[src/mrs_pkg.sv]
// shared constants, state types and crc helper for the rtu framing ends
package mrs_pkg;
	localparam int CLK_HZ          = 20_000_000;
	localparam int CLK_PER_US      = CLK_HZ / 1_000_000;
	// times in their own units
	localparam int IDLE_GAP_US     = 3500;
	localparam int IDLE_GAP_SLOW_US = 5500;
	localparam int BCAST_EXTRA_US  = 5000;
	localparam int CHAR_TIME_NS    = 286459;
	localparam int WAIT_UNIT_US    = 100;
	// derived cycle counts; least times round up
	localparam int GAP_CYCLES      = IDLE_GAP_US * CLK_PER_US;
	localparam int GAP_SLOW_CYCLES = IDLE_GAP_SLOW_US * CLK_PER_US;
	localparam int BCAST_CYCLES    = BCAST_EXTRA_US * CLK_PER_US;
	localparam int CHAR_CYCLES     = (CHAR_TIME_NS * CLK_PER_US + 999) / 1000;
	localparam int TICK_CYCLES     = WAIT_UNIT_US * CLK_PER_US;
	localparam int TICKS_PER_MS    = 1000 / WAIT_UNIT_US;
	// setting ranges and defaults
	localparam int TIMEOUT_MAX_MS  = 10000;
	localparam int TIMEOUT_DEF_MS  = 0;
	localparam int WAIT_MAX        = 10000;
	localparam int WAIT_DEF        = 100;
	// counter widths
	localparam int CW              = 25;
	localparam int TW              = 18;
	// frame layout
	localparam logic [7:0] BCAST_ADDR = 8'h00;
	localparam logic [7:0] FN_READ    = 8'h03;
	localparam logic [7:0] FN_WRITE1  = 8'h06;
	localparam logic [7:0] FN_DIAG    = 8'h08;
	localparam logic [7:0] FN_WRITEN  = 8'h10;
	localparam int QRY_FIX         = 8;
	localparam int MULTI_MIN       = 11;
	localparam int QRY_MAX         = 41;
	localparam int MIN_FRAME       = 4;
	localparam logic [15:0] CRC_INIT = 16'hFFFF;
	localparam logic [15:0] CRC_POLY = 16'hA001;

	typedef enum logic [4:0] {
		SL_IDLE = 5'b00001,
		SL_TURN = 5'b00010,
		SL_DATA = 5'b00100,
		SL_CRCL = 5'b01000,
		SL_CRCH = 5'b10000
	} mrs_sst_e;

	typedef enum logic [3:0] {
		MS_DATA  = 4'b0001,
		MS_CRCL  = 4'b0010,
		MS_CRCH  = 4'b0100,
		MS_SPACE = 4'b1000
	} mrs_mst_e;

	function automatic logic [15:0] mrs_crc_upd(input logic [15:0] c, input logic [7:0] b);
		logic [15:0] r;
		r = c ^ {8'h00, b};
		for (int i = 0; i < 8; i++) begin
			r = r[0] ? ((r >> 1) ^ CRC_POLY) : (r >> 1);
		end
		return r;
	endfunction
endpackage

[src/mrs_if.sv]
// byte-level link between the rtu master end and the slave end
`timescale 1ns/1ps
`default_nettype none
interface mrs_if;
	logic       m2s_stb;
	logic [7:0] m2s_byte;
	logic       s2m_stb;
	logic [7:0] s2m_byte;
	logic       s2m_drive;
	modport slave  (input m2s_stb, input m2s_byte, output s2m_stb, output s2m_byte, output s2m_drive);
	modport master (output m2s_stb, output m2s_byte, input s2m_stb, input s2m_byte, input s2m_drive);
endinterface
`default_nettype wire

[src/mrs_slave.sv]
// slave end: query framing, crc check, turnaround, response send, timeout alarm
// How it works
// - own address query gets executed and answered
// - address zero executes, never answers
// - alarm when no accepted query (own address or broadcast) within timeout
// - timeout 0..10000 ms, zero disables
// - drive on, wait gap plus wait time
// - wait time in 0.1 ms units
// - master spaces broadcasts gap plus 5 ms
// - master idles one character plus gap between frames
// - master gap 5.5 ms slow, 3.5 fast
// - address, function, data, 16-bit check
// - 03h read, 8-byte query, no broadcast
// - 06h write one, 8 bytes, broadcastable
// - 10h write many, 11..41 bytes, broadcastable
// - 08h diagnosis, 8 bytes; only four codes, but any sub-code is accepted
// - crc must match check field to accept
// - crc from FFFFh, shift right, xor A001h
// - crc covers address through last data
// - response has same layout plus crc
// - other addresses ignored silently
`timescale 1ns/1ps
`default_nettype none
module mrs_slave
	import mrs_pkg::*;
#(
	parameter int GAP_CYC  = GAP_CYCLES,
	parameter int CHAR_CYC = CHAR_CYCLES
) (
	input  wire logic        clk_i,
	input  wire logic        rst_i,
	mrs_if.slave             lnk,
	input  wire logic [7:0]  own_addr_i,
	input  wire logic [13:0] timeout_ms_i,
	input  wire logic [13:0] tx_wait_i,
	input  wire logic [5:0]  qry_idx_i,
	output logic [7:0]       qry_byte_o,
	output logic             qry_stb_o,
	output logic             qry_bcast_o,
	output logic [7:0]       qry_func_o,
	output logic [5:0]       qry_len_o,
	input  wire logic        rsp_valid_i,
	input  wire logic [7:0]  rsp_byte_i,
	input  wire logic        rsp_last_i,
	output logic             rsp_ready_o,
	output logic             alarm_o
);
	mrs_sst_e    st_r;
	logic [7:0]  qbuf_r [QRY_MAX];
	logic [8:0]  len_r;
	logic        frm_r;
	logic [CW-1:0] gap_r;
	logic [15:0] crc_r;
	logic [15:0] crc_p1_r;
	logic [15:0] crc_p2_r;
	logic [7:0]  b0_r;
	logic [7:0]  b1_r;
	logic [CW-1:0] cnt_r;
	logic [CW-1:0] chr_r;
	logic [15:0] tcrc_r;
	logic        rdy_r;
	logic        stb_r;
	logic [7:0]  byte_r;
	logic        drive_r;
	logic        qstb_r;
	logic        qbc_r;
	logic [7:0]  qfn_r;
	logic [5:0]  qlen_r;
	logic [7:0]  qbyte_r;
	logic [CW-1:0] div_r;
	logic [TW-1:0] to_r;
	logic        alarm_r;

	////////////////////////////////////////////////////////////////////////
	// decode of the finished frame
	wire         rx_take  = lnk.m2s_stb && (st_r == SL_IDLE);
	wire         eof_w    = frm_r && (gap_r == CW'(GAP_CYC));
	wire [7:0]   adr_w    = qbuf_r[0];
	wire [7:0]   fn_w     = qbuf_r[1];
	wire         crc_ok_w = (len_r >= 9'(MIN_FRAME)) && (crc_p2_r == {b1_r, b0_r});
	wire         fix_w    = (fn_w == FN_READ) || (fn_w == FN_WRITE1) || (fn_w == FN_DIAG);
	wire         multi_w  = (fn_w == FN_WRITEN) && (len_r >= 9'(MULTI_MIN))
	                        && (len_r <= 9'(QRY_MAX));
	wire         len_ok_w = (fix_w && (len_r == 9'(QRY_FIX))) || multi_w;
	wire         bc_w     = (adr_w == BCAST_ADDR);
	wire         mine_w   = (own_addr_i != BCAST_ADDR) && (adr_w == own_addr_i);
	wire         bc_ok_w  = (fn_w == FN_WRITE1) || (fn_w == FN_WRITEN);
	wire         acc_w    = eof_w && crc_ok_w && len_ok_w && (mine_w || (bc_w && bc_ok_w));
	wire [CW-1:0] tgt_w   = CW'(GAP_CYC) + CW'(tx_wait_i) * CW'(TICK_CYCLES);
	wire         chr0_w   = (chr_r == '0);
	wire         take_w   = rdy_r && rsp_valid_i;
	wire         tick_w   = (div_r == CW'(TICK_CYCLES - 1));
	wire [TW-1:0] to_lim_w = TW'(timeout_ms_i) * TW'(TICKS_PER_MS);

	////////////////////////////////////////////////////////////////////////
	// receive side
	always_ff @(posedge clk_i or posedge rst_i) begin
		if (rst_i) begin
			gap_r <= '0;
			frm_r <= 1'b0;
			len_r <= '0;
		end else if (rx_take) begin
			gap_r <= '0;
			frm_r <= 1'b1;
			len_r <= (len_r == 9'h1FF) ? len_r : len_r + 9'h001;
		end else begin
			gap_r <= (gap_r == CW'(GAP_CYC)) ? gap_r : gap_r + 1'b1;
			if (eof_w) begin
				frm_r <= 1'b0;
				len_r <= '0;
			end
		end
	end

	always_ff @(posedge clk_i or posedge rst_i) begin
		if (rst_i) begin
			crc_r    <= CRC_INIT;
			crc_p1_r <= CRC_INIT;
			crc_p2_r <= CRC_INIT;
			b0_r     <= 8'h00;
			b1_r     <= 8'h00;
		end else if (rx_take) begin
			crc_r    <= mrs_crc_upd(crc_r, lnk.m2s_byte);
			crc_p1_r <= crc_r;
			crc_p2_r <= crc_p1_r;
			b0_r     <= b1_r;
			b1_r     <= lnk.m2s_byte;
		end else if (eof_w) begin
			crc_r    <= CRC_INIT;
			crc_p1_r <= CRC_INIT;
			crc_p2_r <= CRC_INIT;
		end
	end

	always_ff @(posedge clk_i) begin
		if (rx_take && (len_r < 9'(QRY_MAX))) begin
			qbuf_r[len_r[5:0]] <= lnk.m2s_byte;
		end
	end

	////////////////////////////////////////////////////////////////////////
	// hand-off of an accepted query to the user side
	always_ff @(posedge clk_i or posedge rst_i) begin
		if (rst_i) begin
			qstb_r  <= 1'b0;
			qbc_r   <= 1'b0;
			qfn_r   <= 8'h00;
			qlen_r  <= 6'h00;
			qbyte_r <= 8'h00;
		end else begin
			qstb_r  <= acc_w;
			qbyte_r <= (qry_idx_i < 6'(QRY_MAX)) ? qbuf_r[qry_idx_i] : 8'h00;
			if (acc_w) begin
				qbc_r  <= bc_w;
				qfn_r  <= fn_w;
				qlen_r <= len_r[5:0];
			end
		end
	end

	////////////////////////////////////////////////////////////////////////
	// turnaround and response transmit
	always_ff @(posedge clk_i or posedge rst_i) begin
		if (rst_i) begin
			st_r    <= SL_IDLE;
			cnt_r   <= '0;
			chr_r   <= '0;
			tcrc_r  <= CRC_INIT;
			rdy_r   <= 1'b0;
			stb_r   <= 1'b0;
			byte_r  <= 8'h00;
			drive_r <= 1'b0;
		end else begin
			stb_r <= 1'b0;
			if (!chr0_w) begin
				chr_r <= chr_r - 1'b1;
			end
			case (st_r)
				SL_IDLE: begin
					if (acc_w && mine_w) begin
						st_r    <= SL_TURN;
						drive_r <= 1'b1;
						cnt_r   <= '0;
					end
				end
				SL_TURN: begin
					cnt_r <= cnt_r + 1'b1;
					if (cnt_r >= tgt_w) begin
						st_r   <= SL_DATA;
						tcrc_r <= CRC_INIT;
						chr_r  <= '0;
					end
				end
				SL_DATA: begin
					if (take_w) begin
						rdy_r  <= 1'b0;
						stb_r  <= 1'b1;
						byte_r <= rsp_byte_i;
						tcrc_r <= mrs_crc_upd(tcrc_r, rsp_byte_i);
						chr_r  <= CW'(CHAR_CYC - 1);
						if (rsp_last_i) begin
							st_r <= SL_CRCL;
						end
					end else if (chr0_w) begin
						rdy_r <= 1'b1;
					end
				end
				SL_CRCL: begin
					if (chr0_w) begin
						stb_r  <= 1'b1;
						byte_r <= tcrc_r[7:0];
						chr_r  <= CW'(CHAR_CYC - 1);
						st_r   <= SL_CRCH;
					end
				end
				SL_CRCH: begin
					if (chr0_w && drive_r && !stb_r && (byte_r == tcrc_r[7:0])) begin
						stb_r   <= 1'b1;
						byte_r  <= tcrc_r[15:8];
						chr_r   <= CW'(CHAR_CYC - 1);
						drive_r <= 1'b0;
					end else if (chr0_w && !drive_r) begin
						st_r <= SL_IDLE;
					end
				end
				default: begin
					st_r <= SL_IDLE;
				end
			endcase
		end
	end

	////////////////////////////////////////////////////////////////////////
	// accepted-query timeout alarm on a 0.1 ms tick
	always_ff @(posedge clk_i or posedge rst_i) begin
		if (rst_i) begin
			div_r   <= '0;
			to_r    <= '0;
			alarm_r <= 1'b0;
		end else begin
			div_r <= tick_w ? '0 : div_r + 1'b1;
			if (acc_w) begin
				to_r <= '0;
			end else if (tick_w && (to_r != {TW{1'b1}})) begin
				to_r <= to_r + 1'b1;
			end
			alarm_r <= (timeout_ms_i != 14'h0000) && (to_r >= to_lim_w);
		end
	end

	assign lnk.s2m_stb   = stb_r;
	assign lnk.s2m_byte  = byte_r;
	assign lnk.s2m_drive = drive_r;
	assign qry_byte_o    = qbyte_r;
	assign qry_stb_o     = qstb_r;
	assign qry_bcast_o   = qbc_r;
	assign qry_func_o    = qfn_r;
	assign qry_len_o     = qlen_r;
	assign rsp_ready_o   = rdy_r;
	assign alarm_o       = alarm_r;
endmodule
`default_nettype wire
[src/flat_wrapper.sv]
// flat-port wrapper written by rule: the top's interface ports become plain ports
module mrs_slave_flat import mrs_pkg::*;
#(
	parameter int GAP_CYC  = GAP_CYCLES,
	parameter int CHAR_CYC = CHAR_CYCLES
)
  (clk_i, rst_i, own_addr_i, timeout_ms_i, tx_wait_i, qry_idx_i, qry_byte_o, qry_stb_o, qry_bcast_o, qry_func_o, qry_len_o, rsp_valid_i, rsp_byte_i, rsp_last_i, rsp_ready_o, alarm_o, lnk_m2s_stb, lnk_m2s_byte, lnk_s2m_stb, lnk_s2m_byte, lnk_s2m_drive);
  mrs_if lnk_i ();
  input  wire logic clk_i;
  input  wire logic rst_i;
  input  wire logic [7:0] own_addr_i;
  input  wire logic [13:0] timeout_ms_i;
  input  wire logic [13:0] tx_wait_i;
  input  wire logic [5:0] qry_idx_i;
  output logic [7:0] qry_byte_o;
  output logic qry_stb_o;
  output logic qry_bcast_o;
  output logic [7:0] qry_func_o;
  output logic [5:0] qry_len_o;
  input  wire logic rsp_valid_i;
  input  wire logic [7:0] rsp_byte_i;
  input  wire logic rsp_last_i;
  output logic rsp_ready_o;
  output logic alarm_o;
  input wire logic [$bits(lnk_i.m2s_stb)-1:0] lnk_m2s_stb;
  input wire logic [$bits(lnk_i.m2s_byte)-1:0] lnk_m2s_byte;
  output wire logic [$bits(lnk_i.s2m_stb)-1:0] lnk_s2m_stb;
  output wire logic [$bits(lnk_i.s2m_byte)-1:0] lnk_s2m_byte;
  output wire logic [$bits(lnk_i.s2m_drive)-1:0] lnk_s2m_drive;
  assign lnk_i.m2s_stb = lnk_m2s_stb;
  assign lnk_i.m2s_byte = lnk_m2s_byte;
  assign lnk_s2m_stb = lnk_i.s2m_stb;
  assign lnk_s2m_byte = lnk_i.s2m_byte;
  assign lnk_s2m_drive = lnk_i.s2m_drive;
  mrs_slave #(.GAP_CYC(GAP_CYC), .CHAR_CYC(CHAR_CYC)) u_core (.clk_i(clk_i), .rst_i(rst_i), .lnk(lnk_i), .own_addr_i(own_addr_i), .timeout_ms_i(timeout_ms_i), .tx_wait_i(tx_wait_i), .qry_idx_i(qry_idx_i), .qry_byte_o(qry_byte_o), .qry_stb_o(qry_stb_o), .qry_bcast_o(qry_bcast_o), .qry_func_o(qry_func_o), .qry_len_o(qry_len_o), .rsp_valid_i(rsp_valid_i), .rsp_byte_i(rsp_byte_i), .rsp_last_i(rsp_last_i), .rsp_ready_o(rsp_ready_o), .alarm_o(alarm_o));
endmodule
[config.mk]
export PLATFORM = sky130hd
export DESIGN_NAME = mrs_slave_flat
export DESIGN_NICKNAME = d
export VERILOG_FILES = /design/src/mrs_pkg.sv /design/src/mrs_if.sv /design/src/mrs_slave.sv /design/src/flat_wrapper.sv
export SDC_FILE = /design/constraint.sdc
export NUM_CORES = 1
export LEC_CHECK = 0
export ABC_AREA = 1
export BUFFER_PORTS_ARGS = -buffer_cell sky130_fd_sc_hd__buf_4
export CAP_MARGIN = 10
export CORE_MARGIN = 2
export CORE_UTILIZATION = 68
export DETAILED_ROUTE_END_ITERATION = 10
export PLACE_DENSITY = 0.86
export SLEW_MARGIN = 25
export SYNTH_ARGS = -nofsm -noshare
export SYNTH_HDL_FRONTEND = slang
export SYNTH_SLANG_ARGS = --single-unit
[constraint.sdc]
create_clock -name clk_i -period 25.1 [get_ports clk_i]
set_input_delay 6.275 -clock clk_i [delete_from_list [all_inputs] [get_ports clk_i]]
set_output_delay 6.275 -clock clk_i [all_outputs]
set_load 0.02 [all_outputs]
-- Yosys cells after proc, flatten, opt, wreduce, memory -nomap -nowiden
Memories as Yosys holds them, arrays and structs flattened.
Cells that the tools add are included.
W data, S select, Z words.
- flip-flop bits (word level): 249
- latch bits: 0
- RAM bits: 328
- memory bits (read-only): 0
- input port bits: 63
- output and inout bits: 36
- logic and storage cells: 196
- memories kept: 1
- $add $sub $neg: 7
- multipliers: 2
- div/mod/pow operators: 0
- $lt $le $gt $ge: 7
- equality and inequality tests: 27
- shifts and indexed selects: 0
- multiplexer cells: 65
- bitwise logic cells: 18
- reduce and logical (&&, ||, !) cells: 45
- memory list (name ; words ; bits a word ; read ports ; clocked after memory_dff ; write ports ; RTL line ; text):
    u_core.qbuf_r ; 41 ; 8 ; 3 ; 0 ; 1 ; mrs_slave.sv:49 ; logic [7:0] qbuf_r [QRY_MAX];
- operators by type and width (cell ; number):
    $mux W16 ; 22
    $mux W25 ; 9
    $pmux W25 S4 ; 1
    $add A25 B1 Y25 const B ; 3
    $pmux W25 S2 ; 1
    $not A2 Y3 ; 16
    $mux W18 ; 2
    $mux W5 ; 7
    $mux W8 ; 4
    $pmux W16 S2 ; 1
    $xor A16 B8 Y16 ; 2
    $mux W9 ; 3
    $add A17 B25 Y25 const A ; 1
    $eq A25 B11 Y1 const B ; 1
    $eq A25 B17 Y1 const B ; 1
    $ge A25 B25 Y1 ; 1
    $logic_not A25 Y1 ; 1
    $pmux W5 S5 ; 1
    $sub A25 B1 Y25 const B ; 1
    $pmux W8 S3 ; 1
    $mul A14 B7 Y21 const B ; 1
    $logic_and A1 B1 Y1 ; 20
    $add A18 B1 Y18 const B ; 1
    $ge A18 B18 Y1 ; 1
    other kinds (37) ; 69

-- Depth between registers and ports, before layout
- depth in word-level cells: 19
- gate-level depth with buffers: 34

-- Worst setup path before layout
No wires, ideal clock.
- path type: input-to-reg
- start point: in tx_wait_i[4]
- end point: reg u_core.tcrc_r[10]
- arrival time: 11407 ps
- slack: 13614 ps
- cell stages on the path: 31
- buffers on the path: 1
- path through: inv_1 fa_1 fa_1 fa_1 inv_1 fa_1 ha_1 nand2_1 inv_1 a21oi_1 nand2_1 nand2_1 nand2_1 nor2_1 nand3_1 nand2_1 nand2_1 xor2_1 ha_1 nand2_1 inv_1 o21ai_0 nand2_1 a21oi_1 nand4_1 nand2_1 nand2_1 nand2_1 clkbuf_1 nand2_1 o21ai_0
- longest elaborated chain between the ends: 5
- RTL lines (what ; RTL line ; text):
    from (decl) ; flat_wrapper.sv:13 ; input wire logic [13:0] tx_wait_i;
    $mul A14 B7 Y21 ; mrs_slave.sv:89 ; wire [CW-1:0] tgt_w = CW'(GAP_CYC) + CW'(tx_wait_i) * CW'(TICK_CYCLES);
    $add A17 B25 Y25 ; mrs_slave.sv:89 ;
    $ge A25 B25 Y1 ; mrs_slave.sv:188 ; if (cnt_r >= tgt_w) begin
    $ne A2 B1 Y1 (no source line) ; n/a ;
    $reduce_and A3 Y1 (no source line) ; n/a ;
    to (signal assigned) ; mrs_slave.sv:199 ; tcrc_r <= mrs_crc_upd(tcrc_r, rsp_byte_i);
    to (decl) ; mrs_slave.sv:60 ; logic [15:0] tcrc_r;
No other way between the ends.
A chain may end at the register's enable or synchronous reset.

-- Worst setup path after layout
- start point: in tx_wait_i[3]
- end point: reg u_core.tcrc_r[10]
The elaborated chain is that of the path after synthesis.

==> impl_metrics.ini <==
[floorplan]
start_util_pct = 68.56
core_um2 = 45190
die_h_um = 217.4
ioPinCount = 99
rows = 78
die_w_um = 217.4
fp.dieArea_um2 = 47280

[power_and_ir_drop]
powerDensity_nw_per_um2 = 87.10
p_leak_nw = 14.70
ir_drop_uv = 103.5
power.total_mw = 2.967

[synthesis]
ys_warn_count = 0
netlist.area_leader.share_pct = 31.99
synthesis.area_um2 = 30980
synth-seq-cells = 569
seq_area_frac_synth_pct = 51.51
syn_area_per_cell_um2 = 9.125
syn_inst = 3395
synth_area_leaders = edfxtp_1 32%, dfrtp_1 15%, nand2_1 7.1%
synth-edff-count = 330
synthFlopType = edfxtp_1
async_flop_share_pct = 42.00
synth_cell_types = 61
synth_largest_area_cell = edfxtp_1

[finish]
drive_gt1_share_pct = 8.500
stdcell_count = 4106
final_common_cell = nand2_1
area_growth_pct = 9.976
fill_cells = 2992
final_area_um2 = 34070
diodes = 0
nets = 3691
mostFrequentLayoutCells = 582 x nand2_1, 468 x nor2_1, 378 x inv_1, 330 x edfxtp_1, 268 x o21ai_0

[setup_path]
critPathMostFrequentCell = nand2_1
critPathCaptureType = register
crit_type = input pin to register
critPathArrivalTime_ps = 12890
cp-start-kind = input pin
cpMaxStageDelayCell = fa_1
cp_num_cells = 28
r2r_cells = 10
cp_top_family = adder cells
crit_path_max_fanout = 23
critPathBufInv = 4
crit_required_ps = 25640
slowest_delay_ps = 560

[cts]
postCtsSetupBuffers = 0
clkTransAtPathRegs_ps = 60
cts_tree = built
clock_latency_ps = 640
clock_path_buffers = 3
cts_root_buffer = clkbuf_16
cts_sinks = 569
htree_levels = 2
cts_resized = 0
cts_hold_buf = 0
cts_buffers = 56

[placement]
dpl_cell_area_um2 = 32150
globalplace.congestion = 0.9239
dp_cells = 4000
dp.final_hpwl_um = 50970
portBuffers = 98

[route]
viasPerCell = 6.210
vias = 25498
drcViolationCount = 0
dr.first_iter.drc_count = 3016
ant_nets = 0
wirelength_um = 76740
drt_pass1_iterations = 6
wl_per_cell_um = 18.69

[worst_hold_path]
hold_class = register to register
hold_depth = 1

[timing]
setup_viol_count_final = 0
max_freq_ghz = 0.08095
hold_viol_final = 0
finClkSkew_ps = 45.21
worst_slew_pin_slew_ps = 992.2
period_share_pct = 49.22
hold_ws_ps = 468.3
finalSetupTns_ps = 0
relSlewSlack_pct = 33.85
rsz0062_at_grt = false
period_minus_slack_ps = 12350
maxSlewViolCount = 0

[grt]
grt_pass1_wl_um = 125500
antenna_found_initial = 0
grt_max_degree = 103
grtUsageTotal_pct = 33.02
grt_pass1_vias = 25265
overflow = 0

[job]
drv_cap = 0

[outcome]
run_status = complete, no violations
Yosys cell counts (44+ instances only):
| cell | count |
|---|---|
| nand2_1 | 582 |
| nor2_1 | 469 |
| inv_1 | 379 |
| edfxtp_1 | 330 |
| o21ai_0 | 268 |
| nand3_1 | 232 |
| dfrtp_1 | 184 |
| a21oi_1 | 129 |
| ha_1 | 123 |
| clkbuf_1 | 84 |
| nand4_1 | 78 |
| xor2_1 | 62 |
| nor3_1 | 58 |
| dfstp_2 | 55 |
| xnor2_1 | 49 |
| fa_1 | 47 |
| o22ai_1 | 44 |
worst register-to-register path: cells and delay by family, from the launching register on:
family	cells	cell delay [ps]
buffers and inverters	4	720
flip-flops	1	410
AND/OR/NAND/NOR	6	2150
stage by stage:
| step | utilization [%] | worst slack, ps |
|---|---|---|
| CTS | 75.37 | 12920 |
| floorplan | - | 12360 |
| detailed placement | 71.15 | 12290 |
| global placement | 71.15 | 12620 |
| global route | 75.40 | 12260 |
| finish | 75.40 | 12750 |
final cells by class:
| type | count | area, µm² | share of cell area (%) |
|---|---|---|---|
| Clock buffer | 79 | 1579 | 4.635 |
| Clock inverter | 27 | 327.8 | 0.9622 |
| Inverter | 385 | 1455 | 4.271 |
| Timing Repair Buffer | 108 | 810.8 | 2.380 |
| Multi-Input combinational cell | 2338 | 13190 | 38.71 |
| Tap cell | 600 | 750.7 | 2.203 |
| Sequential cell | 569 | 15960 | 46.84 |
worst paths after layout:
| kind | startpoint | end | slack [ps] |
|---|---|---|---|
| max in group asynchronous | rst_i | u_core.to_r[7] | 17940 |
| setup reg to reg | u_core.st_r[2] | u_core.qbuf_r[38][2] | 21450 |
| hold reg to reg | u_core.div_r[0] | u_core.div_r[0] | 470 |
| min in group asynchronous | rst_i | u_core.chr_r[21] | 5740 |
| setup / recovery | tx_wait_i[3] | u_core.tcrc_r[10] | 12750 |
| hold / removal | u_core.div_r[0] | u_core.div_r[0] | 470 |
per-layer routing:
layer	vias to the layer above	GRT usage (%)	part of all wire [%]
met3	238	4.547	8.3
li1	11685	-	-
met5	-	0	0
met1	12182	42.75	39
met2	1393	56.57	49
met4	0	13.15	3.7
power breakdown:
group          leakage, nW  internal (mW)  total [mW]  switching (mW)
Combinational         8.00          0.357        1.01           0.649
Sequential            5.78           1.06        1.10          0.0363
Clock                0.926          0.487       0.861           0.374
Total                 14.7           1.91        2.97            1.06
state kept, by name (all words and copies together) (netlist names), 9 cells and up:
name / count
u_core.crc_p2_r: 16
u_core.crc_p1_r: 11
u_core.crc_r: 11
u_core.len_r: 9
u_core.div_r: 25
u_core.qbuf_r: 330
u_core.cnt_r: 25
u_core.to_r: 18
u_core.gap_r: 25
u_core.tcrc_r: 16
u_core.chr_r: 25
cells by family (layout without fill, tap and decap cells):
kind of cell,after synthesis,count (layout),synth area share [%]
AO/OA/AOI/OAI,555,555,10.32
XOR/XNOR,113,113,3.263
adder cells (fa/ha/maj),170,170,8.005
buffers and inverters,489,599,6.002
flip-flops,569,569,51.51
other,1,2,0.01210
AND/OR/NAND/NOR,1498,1498,20.88
No activity file was read; power rests on OpenSTA's default activity.
